File: src/inc/epi_pkg.sv
package epi_pkg;
    // Register indices; the byte address is four times the index
    localparam logic [7:0] IDX_MASK_LOW  = 8'h12;
    localparam logic [7:0] IDX_CPU_CTRL  = 8'h35;
    localparam logic [7:0] IDX_EN_MASK   = 8'h3B;
    localparam logic [7:0] IDX_FLAG_BANK = 8'h3A;
    localparam logic [7:0] IDX_MASK_HIGH = 8'h20;
    localparam logic [11:0] ADDR_MASK_LOW  = {2'h0, IDX_MASK_LOW, 2'h0};
    localparam logic [11:0] ADDR_CPU_CTRL  = {2'h0, IDX_CPU_CTRL, 2'h0};
    localparam logic [11:0] ADDR_EN_MASK   = {2'h0, IDX_EN_MASK, 2'h0};
    localparam logic [11:0] ADDR_FLAG_BANK = {2'h0, IDX_FLAG_BANK, 2'h0};
    localparam logic [11:0] ADDR_MASK_HIGH = {2'h0, IDX_MASK_HIGH, 2'h0};

    // Field positions
    localparam int BIT_DED    = 6;
    localparam int BIT_GRP1   = 5;
    localparam int BIT_GRP0   = 4;
    localparam int BIT_SENSE0 = 0;

    // Writable bits of the control, enable and high mask registers
    localparam logic [7:0] WMASK_CPU_CTRL  = 8'h7B;
    localparam logic [7:0] WMASK_EN        = 8'h70;
    localparam logic [7:0] WMASK_HIGH      = 8'h0F;

    // Reset values
    localparam logic [7:0] RST_REG8 = 8'h00;
    localparam logic [1:0] RST_SENSE = 2'h0;

    // Sense modes
    localparam logic [1:0] SENSE_LOW  = 2'h0;
    localparam logic [1:0] SENSE_ANY  = 2'h1;
    localparam logic [1:0] SENSE_FALL = 2'h2;
    localparam logic [1:0] SENSE_RISE = 2'h3;

    // Interrupt request bundle towards the CPU sequencer
    typedef struct packed {
        logic grp1;
        logic grp0;
        logic ded;
    } epi_req_t;
endpackage

File: src/core/epi_top.sv
// The implementer's own choice: the APB interface to the registers.
`timescale 1ns/1ps
// Function
// - Sense field: 00 low level, 01 any change, 10 falling, 11 rising
// - Pin sampled on clock before edge detection; pulses over one clock caught
// - Dedicated request needs enable bit 6 and global flag
// - Pin activity requests even when pin configured as output
// - Group-1 change request on unmasked lines 11..8 with enable bit 5
// - Group-0 change request on unmasked lines 7..0 with enable bit 4
// - Dedicated flag bit 6 sets on edge or change trigger
// - Dedicated flag reads zero while low-level mode selected
// - Group-1 flag bit 5 sets on change of lines 11..8; code also needs enable bit 5 and an unmasked line
// - Group-0 flag bit 4 sets on change of lines 7..0; code also needs enable bit 4 and an unmasked line
// - Set flag plus enable plus global flag branches CPU to vector
// - Hardware clears flag when CPU runs the matching routine
// - Writing one clears a flag, writing zero leaves it
// - High mask bits 3..0 enable lines 11..8 individually
// - Low mask at 0x12, reset zero, enables lines 7..0
// - Reserved bits of mask, flag and high mask read zero
// - Pin-change lines detected without the I/O clock for wake-up
// - Edges need the I/O clock; low level detected asynchronously
// - Low-level request stays asserted while pin held low
module epi_top
    import epi_pkg::*;
(
    // Clock and reset
    input  wire logic             SYS_CLK,
    input  wire logic             SYS_RST,
    // APB slave
    input  wire logic             PSEL,
    input  wire logic             PENABLE,
    input  wire logic             PWRITE,
    input  wire logic [11:0]      PADDR,
    input  wire logic [31:0]      PWDATA,
    output logic      [31:0]      PRDATA,
    output logic                  PREADY,
    output logic                  PSLVERR,
    // External pins (input side of the pad, also valid for outputs)
    input  wire logic             DEDICATED_IRQ_PIN,
    input  wire logic [11:0]      PIN_CHANGE_LINES,
    // CPU interface
    input  wire logic             STATUS_WORD_GLOBAL,
    input  wire epi_pkg::epi_req_t VECTOR_TAKEN,
    output epi_pkg::epi_req_t     IRQ_REQ,
    output logic                  WAKE_REQ
);
    import epi_pkg::*;

    logic [7:0]  cpu_control;
    logic [7:0]  interrupt_enable_mask;
    logic [7:0]  pin_change_mask_low;
    logic [3:0]  pin_change_mask_high;
    logic        dedicated_pin_flag;
    logic        group1_change_flag;
    logic        group0_change_flag;
    logic [12:0] sync1;
    logic [12:0] sync2;
    logic [12:0] prev;
    logic [31:0] rdata;
    epi_req_t    req;

    // Bus decode
    wire         access      = PSEL & PENABLE;
    wire         wr          = access & PWRITE;
    wire         hit_low     = PADDR == ADDR_MASK_LOW;
    wire         hit_ctrl    = PADDR == ADDR_CPU_CTRL;
    wire         hit_en      = PADDR == ADDR_EN_MASK;
    wire         hit_flag    = PADDR == ADDR_FLAG_BANK;
    wire         hit_high    = PADDR == ADDR_MASK_HIGH;
    wire         hit_any     = hit_low | hit_ctrl | hit_en | hit_flag
                               | hit_high;
    wire  [7:0]  wbyte       = PWDATA[7:0];
    wire         wr_flag     = wr & hit_flag;

    // Sense field and derived mode
    wire  [1:0]  sense_select = cpu_control[BIT_SENSE0+1:BIT_SENSE0];
    wire         sense_select_hi = sense_select[1];
    wire         sense_select_lo = sense_select[0];
    wire         low_mode     = sense_select == SENSE_LOW;
    wire         ded_en       = interrupt_enable_mask[BIT_DED];
    wire         group1_change_enable = interrupt_enable_mask[BIT_GRP1];
    wire         group0_change_enable = interrupt_enable_mask[BIT_GRP0];

    // Synchronised pin values and edge terms
    wire         ded_now  = sync2[12];
    wire         ded_prev = prev[12];
    wire         ded_rise = ded_now & ~ded_prev;
    wire         ded_fall = ~ded_now & ded_prev;
    wire         ded_edge = (sense_select_hi & sense_select_lo & ded_rise)
                          | (sense_select_hi & ~sense_select_lo & ded_fall)
                          | (~sense_select_hi & sense_select_lo
                             & (ded_rise | ded_fall));
    wire  [11:0] line_chg = sync2[11:0] ^ prev[11:0];
    wire         chg_grp0 = |(line_chg[7:0] & pin_change_mask_low);
    wire         chg_grp1 = |(line_chg[11:8] & pin_change_mask_high);

    // Asynchronous wake terms, no clock needed
    wire  [11:0] mask_all = {pin_change_mask_high, pin_change_mask_low};
    wire         async_level = low_mode & ded_en & ~DEDICATED_IRQ_PIN;

    // Flag next values: set wins over clear
    wire         next_ded_flag = low_mode ? 1'b0
                 : (ded_edge | (dedicated_pin_flag
                    & ~(wr_flag & wbyte[BIT_DED])
                    & ~VECTOR_TAKEN.ded));
    wire         next_grp1_flag = (chg_grp1 & group1_change_enable)
                 | (group1_change_flag
                    & ~(wr_flag & wbyte[BIT_GRP1])
                    & ~VECTOR_TAKEN.grp1);
    wire         next_grp0_flag = (chg_grp0 & group0_change_enable)
                 | (group0_change_flag
                    & ~(wr_flag & wbyte[BIT_GRP0])
                    & ~VECTOR_TAKEN.grp0);

    // Requests to the CPU sequencer
    assign req.ded  = STATUS_WORD_GLOBAL & ded_en
                      & (low_mode ? ~ded_now : dedicated_pin_flag);
    assign req.grp1 = STATUS_WORD_GLOBAL & group1_change_enable
                      & group1_change_flag;
    assign req.grp0 = STATUS_WORD_GLOBAL & group0_change_enable
                      & group0_change_flag;
    assign IRQ_REQ  = req;

    // Wake request: raw pin against the last sampled value, unclocked
    wire  [11:0] raw_diff = (PIN_CHANGE_LINES ^ prev[11:0]) & mask_all;
    assign WAKE_REQ = async_level
                      | (group0_change_enable & |raw_diff[7:0])
                      | (group1_change_enable & |raw_diff[11:8]);

    // Read mux, reserved bits zero
    wire  [7:0]  flag_rd = {1'b0, dedicated_pin_flag & ~low_mode,
                            group1_change_flag, group0_change_flag, 4'h0};
    always_comb begin
        rdata = 32'h0000_0000;
        if (hit_low) begin
            rdata[7:0] = pin_change_mask_low;
        end else if (hit_ctrl) begin
            rdata[7:0] = cpu_control;
        end else if (hit_en) begin
            rdata[7:0] = interrupt_enable_mask;
        end else if (hit_flag) begin
            rdata[7:0] = flag_rd;
        end else if (hit_high) begin
            rdata[7:0] = {4'h0, pin_change_mask_high};
        end
    end

    assign PREADY  = 1'b1;
    assign PSLVERR = access & ~hit_any;

    // Read data register, loaded in setup so it stands during access
    always_ff @(posedge SYS_CLK or posedge SYS_RST) begin
        if (SYS_RST) begin
            PRDATA <= 32'h0000_0000;
        end else if (PSEL & ~PENABLE & ~PWRITE) begin
            PRDATA <= rdata;
        end
    end

    // Control registers
    always_ff @(posedge SYS_CLK or posedge SYS_RST) begin
        if (SYS_RST) begin
            cpu_control           <= RST_REG8;
            interrupt_enable_mask <= RST_REG8;
            pin_change_mask_low   <= RST_REG8;
            pin_change_mask_high  <= RST_REG8[3:0];
        end else if (wr) begin
            if (hit_ctrl) begin
                cpu_control <= wbyte & WMASK_CPU_CTRL;
            end
            if (hit_en) begin
                interrupt_enable_mask <= wbyte & WMASK_EN;
            end
            if (hit_low) begin
                pin_change_mask_low <= wbyte;
            end
            if (hit_high) begin
                pin_change_mask_high <= wbyte[3:0];
            end
        end
    end

    // Two-stage synchroniser and previous sample, pins read as inputs
    always_ff @(posedge SYS_CLK or posedge SYS_RST) begin
        if (SYS_RST) begin
            sync1 <= 13'h0000;
            sync2 <= 13'h0000;
            prev  <= 13'h0000;
        end else begin
            sync1 <= {DEDICATED_IRQ_PIN, PIN_CHANGE_LINES};
            sync2 <= sync1;
            prev  <= sync2;
        end
    end

    // Interrupt flags
    always_ff @(posedge SYS_CLK or posedge SYS_RST) begin
        if (SYS_RST) begin
            dedicated_pin_flag <= 1'b0;
            group1_change_flag <= 1'b0;
            group0_change_flag <= 1'b0;
        end else begin
            dedicated_pin_flag <= next_ded_flag;
            group1_change_flag <= next_grp1_flag;
            group0_change_flag <= next_grp0_flag;
        end
    end
endmodule

File: config.mk
export PLATFORM = sky130hd
export DESIGN_NAME = epi_top
export DESIGN_NICKNAME = d
export VERILOG_FILES = /design/src/inc/epi_pkg.sv /design/src/core/epi_top.sv
export SDC_FILE = /design/constraint.sdc
export NUM_CORES = 1
export LEC_CHECK = 0
export ABC_AREA = 0
export BUFFER_PORTS_ARGS = -buffer_cell sky130_fd_sc_hd__buf_4
export CAP_MARGIN = 20
export CELL_PAD_IN_SITES_DETAIL_PLACEMENT = 0
export CELL_PAD_IN_SITES_GLOBAL_PLACEMENT = 1
export CORE_MARGIN = 10
export CORE_UTILIZATION = 27
export CTS_BUF_LIST = sky130_fd_sc_hd__clkbuf_8
export DETAILED_ROUTE_END_ITERATION = 8
export PLACE_DENSITY = 0.63
export SYNTH_ARGS = -nofsm -noshare
export SYNTH_HDL_FRONTEND = slang
export SYNTH_SLANG_ARGS = --single-unit
File: constraint.sdc
create_clock -name SYS_CLK -period 2.6 [get_ports SYS_CLK]
set_clock_uncertainty 0.1 [all_clocks]
set_input_delay 0.52 -clock SYS_CLK [delete_from_list [all_inputs] [get_ports SYS_CLK]]
set_output_delay 0.52 -clock SYS_CLK [all_outputs]
set_load 0.05 [all_outputs]
==> out/qor.txt, run 1 <==
Post-CTS Setup Inserts: 0
Max-Cap Viols: 0
Root buffer cell: clkbuf_8
Synth unique cells: 44
First-pass GRT wire length: 12.6 mm
Area Growth Syn to Fin: 20.7%
Mapped cell area: 3230 µm²
CTS tree: done
Top-count cell post-synth: dfrtp_1
Outcome: complete, no violations
CP Capture Type: primary output
Synth Warn #: 0
Dpl ws: 0.236 ns
Initial Utilization: 27.9%
Grt total ovfl: 0
# rows: 39
CTS Buffer Depth: 2
Hold crit path type: input pin to asynchronous set/reset pin
Count of hold-fix buffers inserted at cts: 0
WS Path Type: register to primary output
Leak pwr: 1.83 nW
Clock-pin slew on the worst setup and hold paths: 0.07 ns
Setup TNS: 0 ns
CORE AREA: 11600 µm²
Iter 0 DRT Violations: 185
Max FO, Critical Path: 2
Post_cts resized: 0
Post-Route WL: 7.93 mm
Dominant cell type by area after synthesis: dfrtp_1
DRC viols: 0
Final setup violation count: 0
Detailed-placement wirelength estimate: 6.13 mm
Post-Synthesis Cells: 260
Drt first pass iters: 4
Vias per cell: 4.56
Hold Fails Final Rpt: 0
Post-DR wirelength/cell: 17.0 µm
Synth top area share: 55.0%
Layout cells sized above 1: 31.6%
Pin count of the biggest net entering global routing: 47
Num Clock Sinks: 71
Power Density: 598 nW/µm²
Final period utilization: 94.9%
DR vias: 2126
Fin. max-slew vios: 0
Number of synthesized flops with an enable pin: 0
Antenna Nets Post-Route: 0
Top FF cell, synth: dfrtp_1
Antenna diodes: 0
Max frequency: 405 MHz
GRT Total Usage: 9.65%
Die ar.: 16700 µm²
Slew of the pin with the lowest slew margin: 0.673 ns
#FFs+latches synth: 71
Vias in the first global route: 2293
Startpoint type of the worst setup path: register
Tmin final: 2.47 ns
Skew-Pair Late Insertion Delay: 0.34 ns
Mean Syn Cell Area: 12.4 µm²
Post-synth ARST share: 100%
I/O pins: 104
Chip height: 129 µm
Final WS setup: 0.132 ns
RSZ-0062 raised after global routing: no
Nets: 387
H-tree depth: 3
GPL Wtd Cong: 0.764
Top post-synthesis cells by count: dfrtp_1, buf_4, xor2_1, mux2_2, nand2_1
Crit path arrival time: 1.85 ns
Num CTS Buffers: 9
Area contributors post-synth: dfrtp_1, xor2_1, mux2_2, buf_4, mux2_4
Worst endpoint required time: 1.98 ns
IO buf count: 54
Post-synthesis sequential area ratio: 55.0%
Slew margin rel.: 54.9%
Chip width: 129 µm
VDD IR max: 0.328 mV
Initial antenna violation count: 0
## metrics by stage
stage	hold WS (ns)	util, %	total power [mW]	area (µm²)	cells
floorplan	0.231	-	1.39	3320	283
global placement	0.233	32.0	1.47	3700	451
detailed placement	0.235	32.0	1.47	3700	451
CTS	0.146	33.7	2.37	3890	466
global route	0.178	33.7	2.43	3890	466
finish	0.142	33.7	2.33	3890	466
## path summary, 6_finish.rpt
check / to / slack [ns] / cells after the start / start
setup / recovery: WAKE_REQ / 0.13 / 5 / prev[7]$_DFF_PP0_
hold reg to reg: sync2[7]$_DFF_PP0_ / 0.25 / 0 / sync1[7]$_DFF_PP0_
setup reg to reg: PRDATA[6]$_DFFE_PP0P_ / 1.06 / 4 / cpu_control[1]$_DFFE_PP0P_
min in group SYS_CLK: sync1[10]$_DFF_PP0_ / 0.20 / 1 / PIN_CHANGE_LINES[10]
hold / removal: sync1[3]$_DFF_PP0_ / 0.14 / 2 / SYS_RST
max in group asynchronous: cpu_control[0]$_DFFE_PP0P_ / 1.62 / 3 / SYS_RST
## final cells by class
type / instances / area (µm²)
Fill cell: 1153 / 7670
Sequential cell: 71 / 1780
Multi-Input combinational cell: 176 / 1290
Timing Repair Buffer: 56 / 433
Tap cell: 143 / 179
Clock buffer: 11 / 151
Clock inverter: 4 / 46.3
Inverter: 5 / 18.8
## routing by layer
| layer | vias to the layer above | wire (µm) | track usage (%) |
|---|---|---|---|
| met5 | - | 0 | 0 |
| met4 | 0 | 72 | 2.41 |
| met3 | 8 | 468 | 3.34 |
| met2 | 52 | 3710 | 14.9 |
| met1 | 1070 | 3680 | 12.6 |
| li1 | 996 | - | - |
## worst max-delay path, stage by stage (launching register included)
cell and delay [ns]:
dfrtp_1 0.41, xor2_1 0.17, a22oi_1 0.22, nand4_1 0.17, a221o_1 0.34, buf_4 0.20
## state kept, by name, summed over array words and instances, names as in the netlist, 3 cells and up
register               cells
sync1                     13
prev                      13
pin_change_mask_low        8
sync2                     13
pin_change_mask_high       4
PRDATA                     8
cpu_control                6
interrupt_enable_mask      3
## report_power, final
part | total (mW) | leakage, nW | switching (mW) | internal, mW
clock network | 0.882 | 0.103 | 0.397 | 0.485
registers | 1.17 | 0.895 | 0.0247 | 1.14
logic | 0.281 | 0.830 | 0.195 | 0.0867
## placed cells by master (no fill, tap or decap), drive strengths merged, types with 4 or more instances in the layout
cell type  netlist  layout
nand2           18      18
inv              5       6
nand3            5       5
nand4            4       4
mux2            24      24
a22oi           10      10
nand2b           4       4
and3             7       7
xor2            24      24
conb             2      25
dfrtp           71      71
nor2             5       5
clkbuf           0      11
o21ai            7       7
buf             31      56
## cell families after synthesis
family,after synthesis,share of synthesized area [%]
AOI/OAI and AO/OA,41,8.95
xor gates and xnor gates,24,6.51
adders and majority gates,2,0.775
buffers and inverters,36,7.79
DFF,71,55.0
muxes,24,9.07
other,2,0.233
and+or+nand+nor,60,11.6
Power figures use the tool's default switching activity.
==> inputs of run 2 (changes only) <==
- CORE_UTILIZATION: 27 -> 41
- PLACE_DENSITY: 0.63 -> 0.87
==> out/qor.txt, run 2 (synthesized netlist as in run 1, its figures left out) <==
Num CTS Buffers: 9 (unchanged)
Post-DR wirelength/cell: 17.3 µm (was 17.0 µm)
Filler Cells Inserted: 693 (was 1153)
Leak pwr: 1.85 nW (was 1.83 nW)
GPL Wtd Cong: 0.831 (was 0.764)
Clock-pin slew on the worst setup and hold paths: 0.08 ns (was 0.07 ns)
VDD IR max: 0.422 mV (was 0.328 mV)
DP Cell Count: 410 (was 451)
Area Growth Syn to Fin: 20.5% (was 20.7%)
CORE AREA: 7690 µm² (was 11600 µm²)
Max FO, Critical Path: 2 (unchanged)
RSZ-0062 raised after global routing: no (unchanged)
# rows: 32 (was 39)
Post_cts resized: 0 (unchanged)
Combinational fraction of design power: 11.1% (was 12.1%)
Detailed-placement wirelength estimate: 5.66 mm (was 6.13 mm)
Most frequent cells in the layout: dfrtp_1, buf_4, conb_1 (unchanged)
Max frequency: 404 MHz (was 405 MHz)
WS Path Type: register to primary output (unchanged)
Finished Layout Cells: 426 (was 466)
Vias in the first global route: 2259 (was 2293)
First-pass GRT wire length: 11.3 mm (was 12.6 mm)
Hold Fails Final Rpt: 0 (unchanged)
CTS Buffer Depth: 2 (unchanged)
Worst endpoint required time: 1.98 ns (about the same)
Grt total ovfl: 0 (unchanged)
Startpoint type of the worst setup path: register (unchanged)
Outcome: complete, no violations (unchanged)
Setup TNS: 0 ns (unchanged)
Post-CTS Setup Inserts: 0 (unchanged)
Internal: 1.87 mW (was 1.71 mW)
Drt first pass iters: 4 (unchanged)
Post-Route WL: 7.36 mm (was 7.93 mm)
Skew-Pair Late Insertion Delay: 0.35 ns (was 0.34 ns)
Chip width: 109 µm (was 129 µm)
Chip height: 109 µm (was 129 µm)
Slew of the pin with the lowest slew margin: 0.612 ns (was 0.673 ns)
Vias per cell: 5.05 (was 4.56)
Initial Utilization: 42.0% (was 27.9%)
Critical-path cell list: xor2_1 > a22oi_1 > nand4_1 > a221o_1 > buf_4 (unchanged)
DR vias: 2150 (was 2126)
Final period utilization: 95.1% (was 94.9%)
Layout cells sized above 1: 32.1% (was 31.6%)
Final setup violation count: 0 (unchanged)
I/O pins: 104 (unchanged)
Tmin final: 2.47 ns (about the same)
Antenna diodes: 0 (unchanged)
Regs by FF count: prev (13), sync1 (13), sync2 (13) (unchanged)
CTS tree: done (unchanged)
Crit path arrival time: 1.85 ns (about the same)
Initial antenna violation count: 0 (unchanged)
CP max stage cell: dfrtp_1 (unchanged)
Switching power: 636 µW (was 616 µW)
Antenna Nets Post-Route: 0 (unchanged)
Clock Power Share: 42.2% (was 37.8%)
DRC viols: 0 (unchanged)
Final core utilization: 50.6% (was 33.7%)
Iter 0 DRT Violations: 64 (was 185)
Count of hold-fix buffers inserted at cts: 0 (unchanged)
Die ar.: 11800 µm² (was 16700 µm²)
Commonest non-fill, non-tap cell in the layout: dfrtp_1 (unchanged)
Nets: 387 (unchanged)
Pin count of the biggest net entering global routing: 45 (was 47)
CP Capture Type: primary output (unchanged)
Power Density: 644 nW/µm² (was 598 nW/µm²)
GRT Total Usage: 12.3% (was 9.65%)
Root buffer cell: clkbuf_8 (unchanged)
H-tree depth: 3 (unchanged)
Max-Cap Viols: 0 (unchanged)
Hold crit path type: input pin to asynchronous set/reset pin (unchanged)
IO buf count: 54 (unchanged)
Crit path largest cell delay: 0.40 ns (was 0.41 ns)
Fin. max-slew vios: 0 (unchanged)
Reg power frac: 46.6% (was 50.1%)
Sw Share: 25.4% (was 26.4%)
Slew margin rel.: 59.0% (was 54.9%)
Num Clock Sinks: 71 (unchanged)
==> run 2: per-layer routing <==
metal / up-vias / share of wire (%) / GRT usage (%)
li1: 996 / - / -
met1: 1079 / 42 / 14.7
met2: 62 / 49 / 19.1
met3: 13 / 7.1 / 5.60
met4: 0 / 1.8 / 4.43
met5: - / 0 / 0
==> run 2: critical path, delay by kind of cell, from the launching register on <==
kind	cells	cell delay [ns]
buf+inv	1	0.20
compound gates	2	0.57
simple gates	1	0.18
xor+xnor	1	0.17
flops	1	0.40
==> run 2: area by class of cell <==
cell class / instances / area (µm²) / share of cell area (%)
Clock inverter: 7 / 120 / 3.09
Multi-Input combinational cell: 176 / 1290 / 33.2
Clock buffer: 9 / 124 / 3.18
Timing Repair Buffer: 56 / 433 / 11.1
Tap cell: 102 / 128 / 3.28
Sequential cell: 71 / 1780 / 45.7
Inverter: 5 / 18.8 / 0.482
==> run 2: path summary, 6_finish.rpt <==
check	startpoint	endpoint	slack [ns]	cells after the start
max	prev[2]$_DFF_PP0_	WAKE_REQ	0.13	5
min in group SYS_CLK	PIN_CHANGE_LINES[9]	sync1[9]$_DFF_PP0_	0.19	1
min	SYS_RST	pin_change_mask_high[2]$_DFFE_PP0P_	0.14	2
max reg2reg	cpu_control[1]$_DFFE_PP0P_	PRDATA[6]$_DFFE_PP0P_	1.08	4
max in group asynchronous	SYS_RST	interrupt_enable_mask[5]$_DFFE_PP0P_	1.62	3
min reg2reg	sync1[1]$_DFF_PP0_	sync2[1]$_DFF_PP0_	0.25	0
==> run 2: power groups by stage <==
stage	clock, mW	combinational, mW	sequential, mW
detailed placement	0	0.279	1.19
global route	1.14	0.299	1.17
CTS	1.08	0.280	1.17
floorplan	0	0.183	1.21
finish	1.06	0.279	1.17
global placement	0	0.276	1.19
==> run 2: through the flow <==
step / total power, mW / instance area [µm²] / hold slack (ns) / setup WS (ns)
2_1_floorplan: 1.39 / 3320 / 0.231 / 0.183
3_3_place_gp: 1.46 / 3650 / 0.232 / 0.246
3_5_place_dp: 1.47 / 3650 / 0.236 / 0.248
4_1_cts: 2.53 / 3890 / 0.146 / 0.137
5_1_grt: 2.61 / 3890 / 0.163 / 0.00860
6_report: 2.50 / 3890 / 0.141 / 0.126
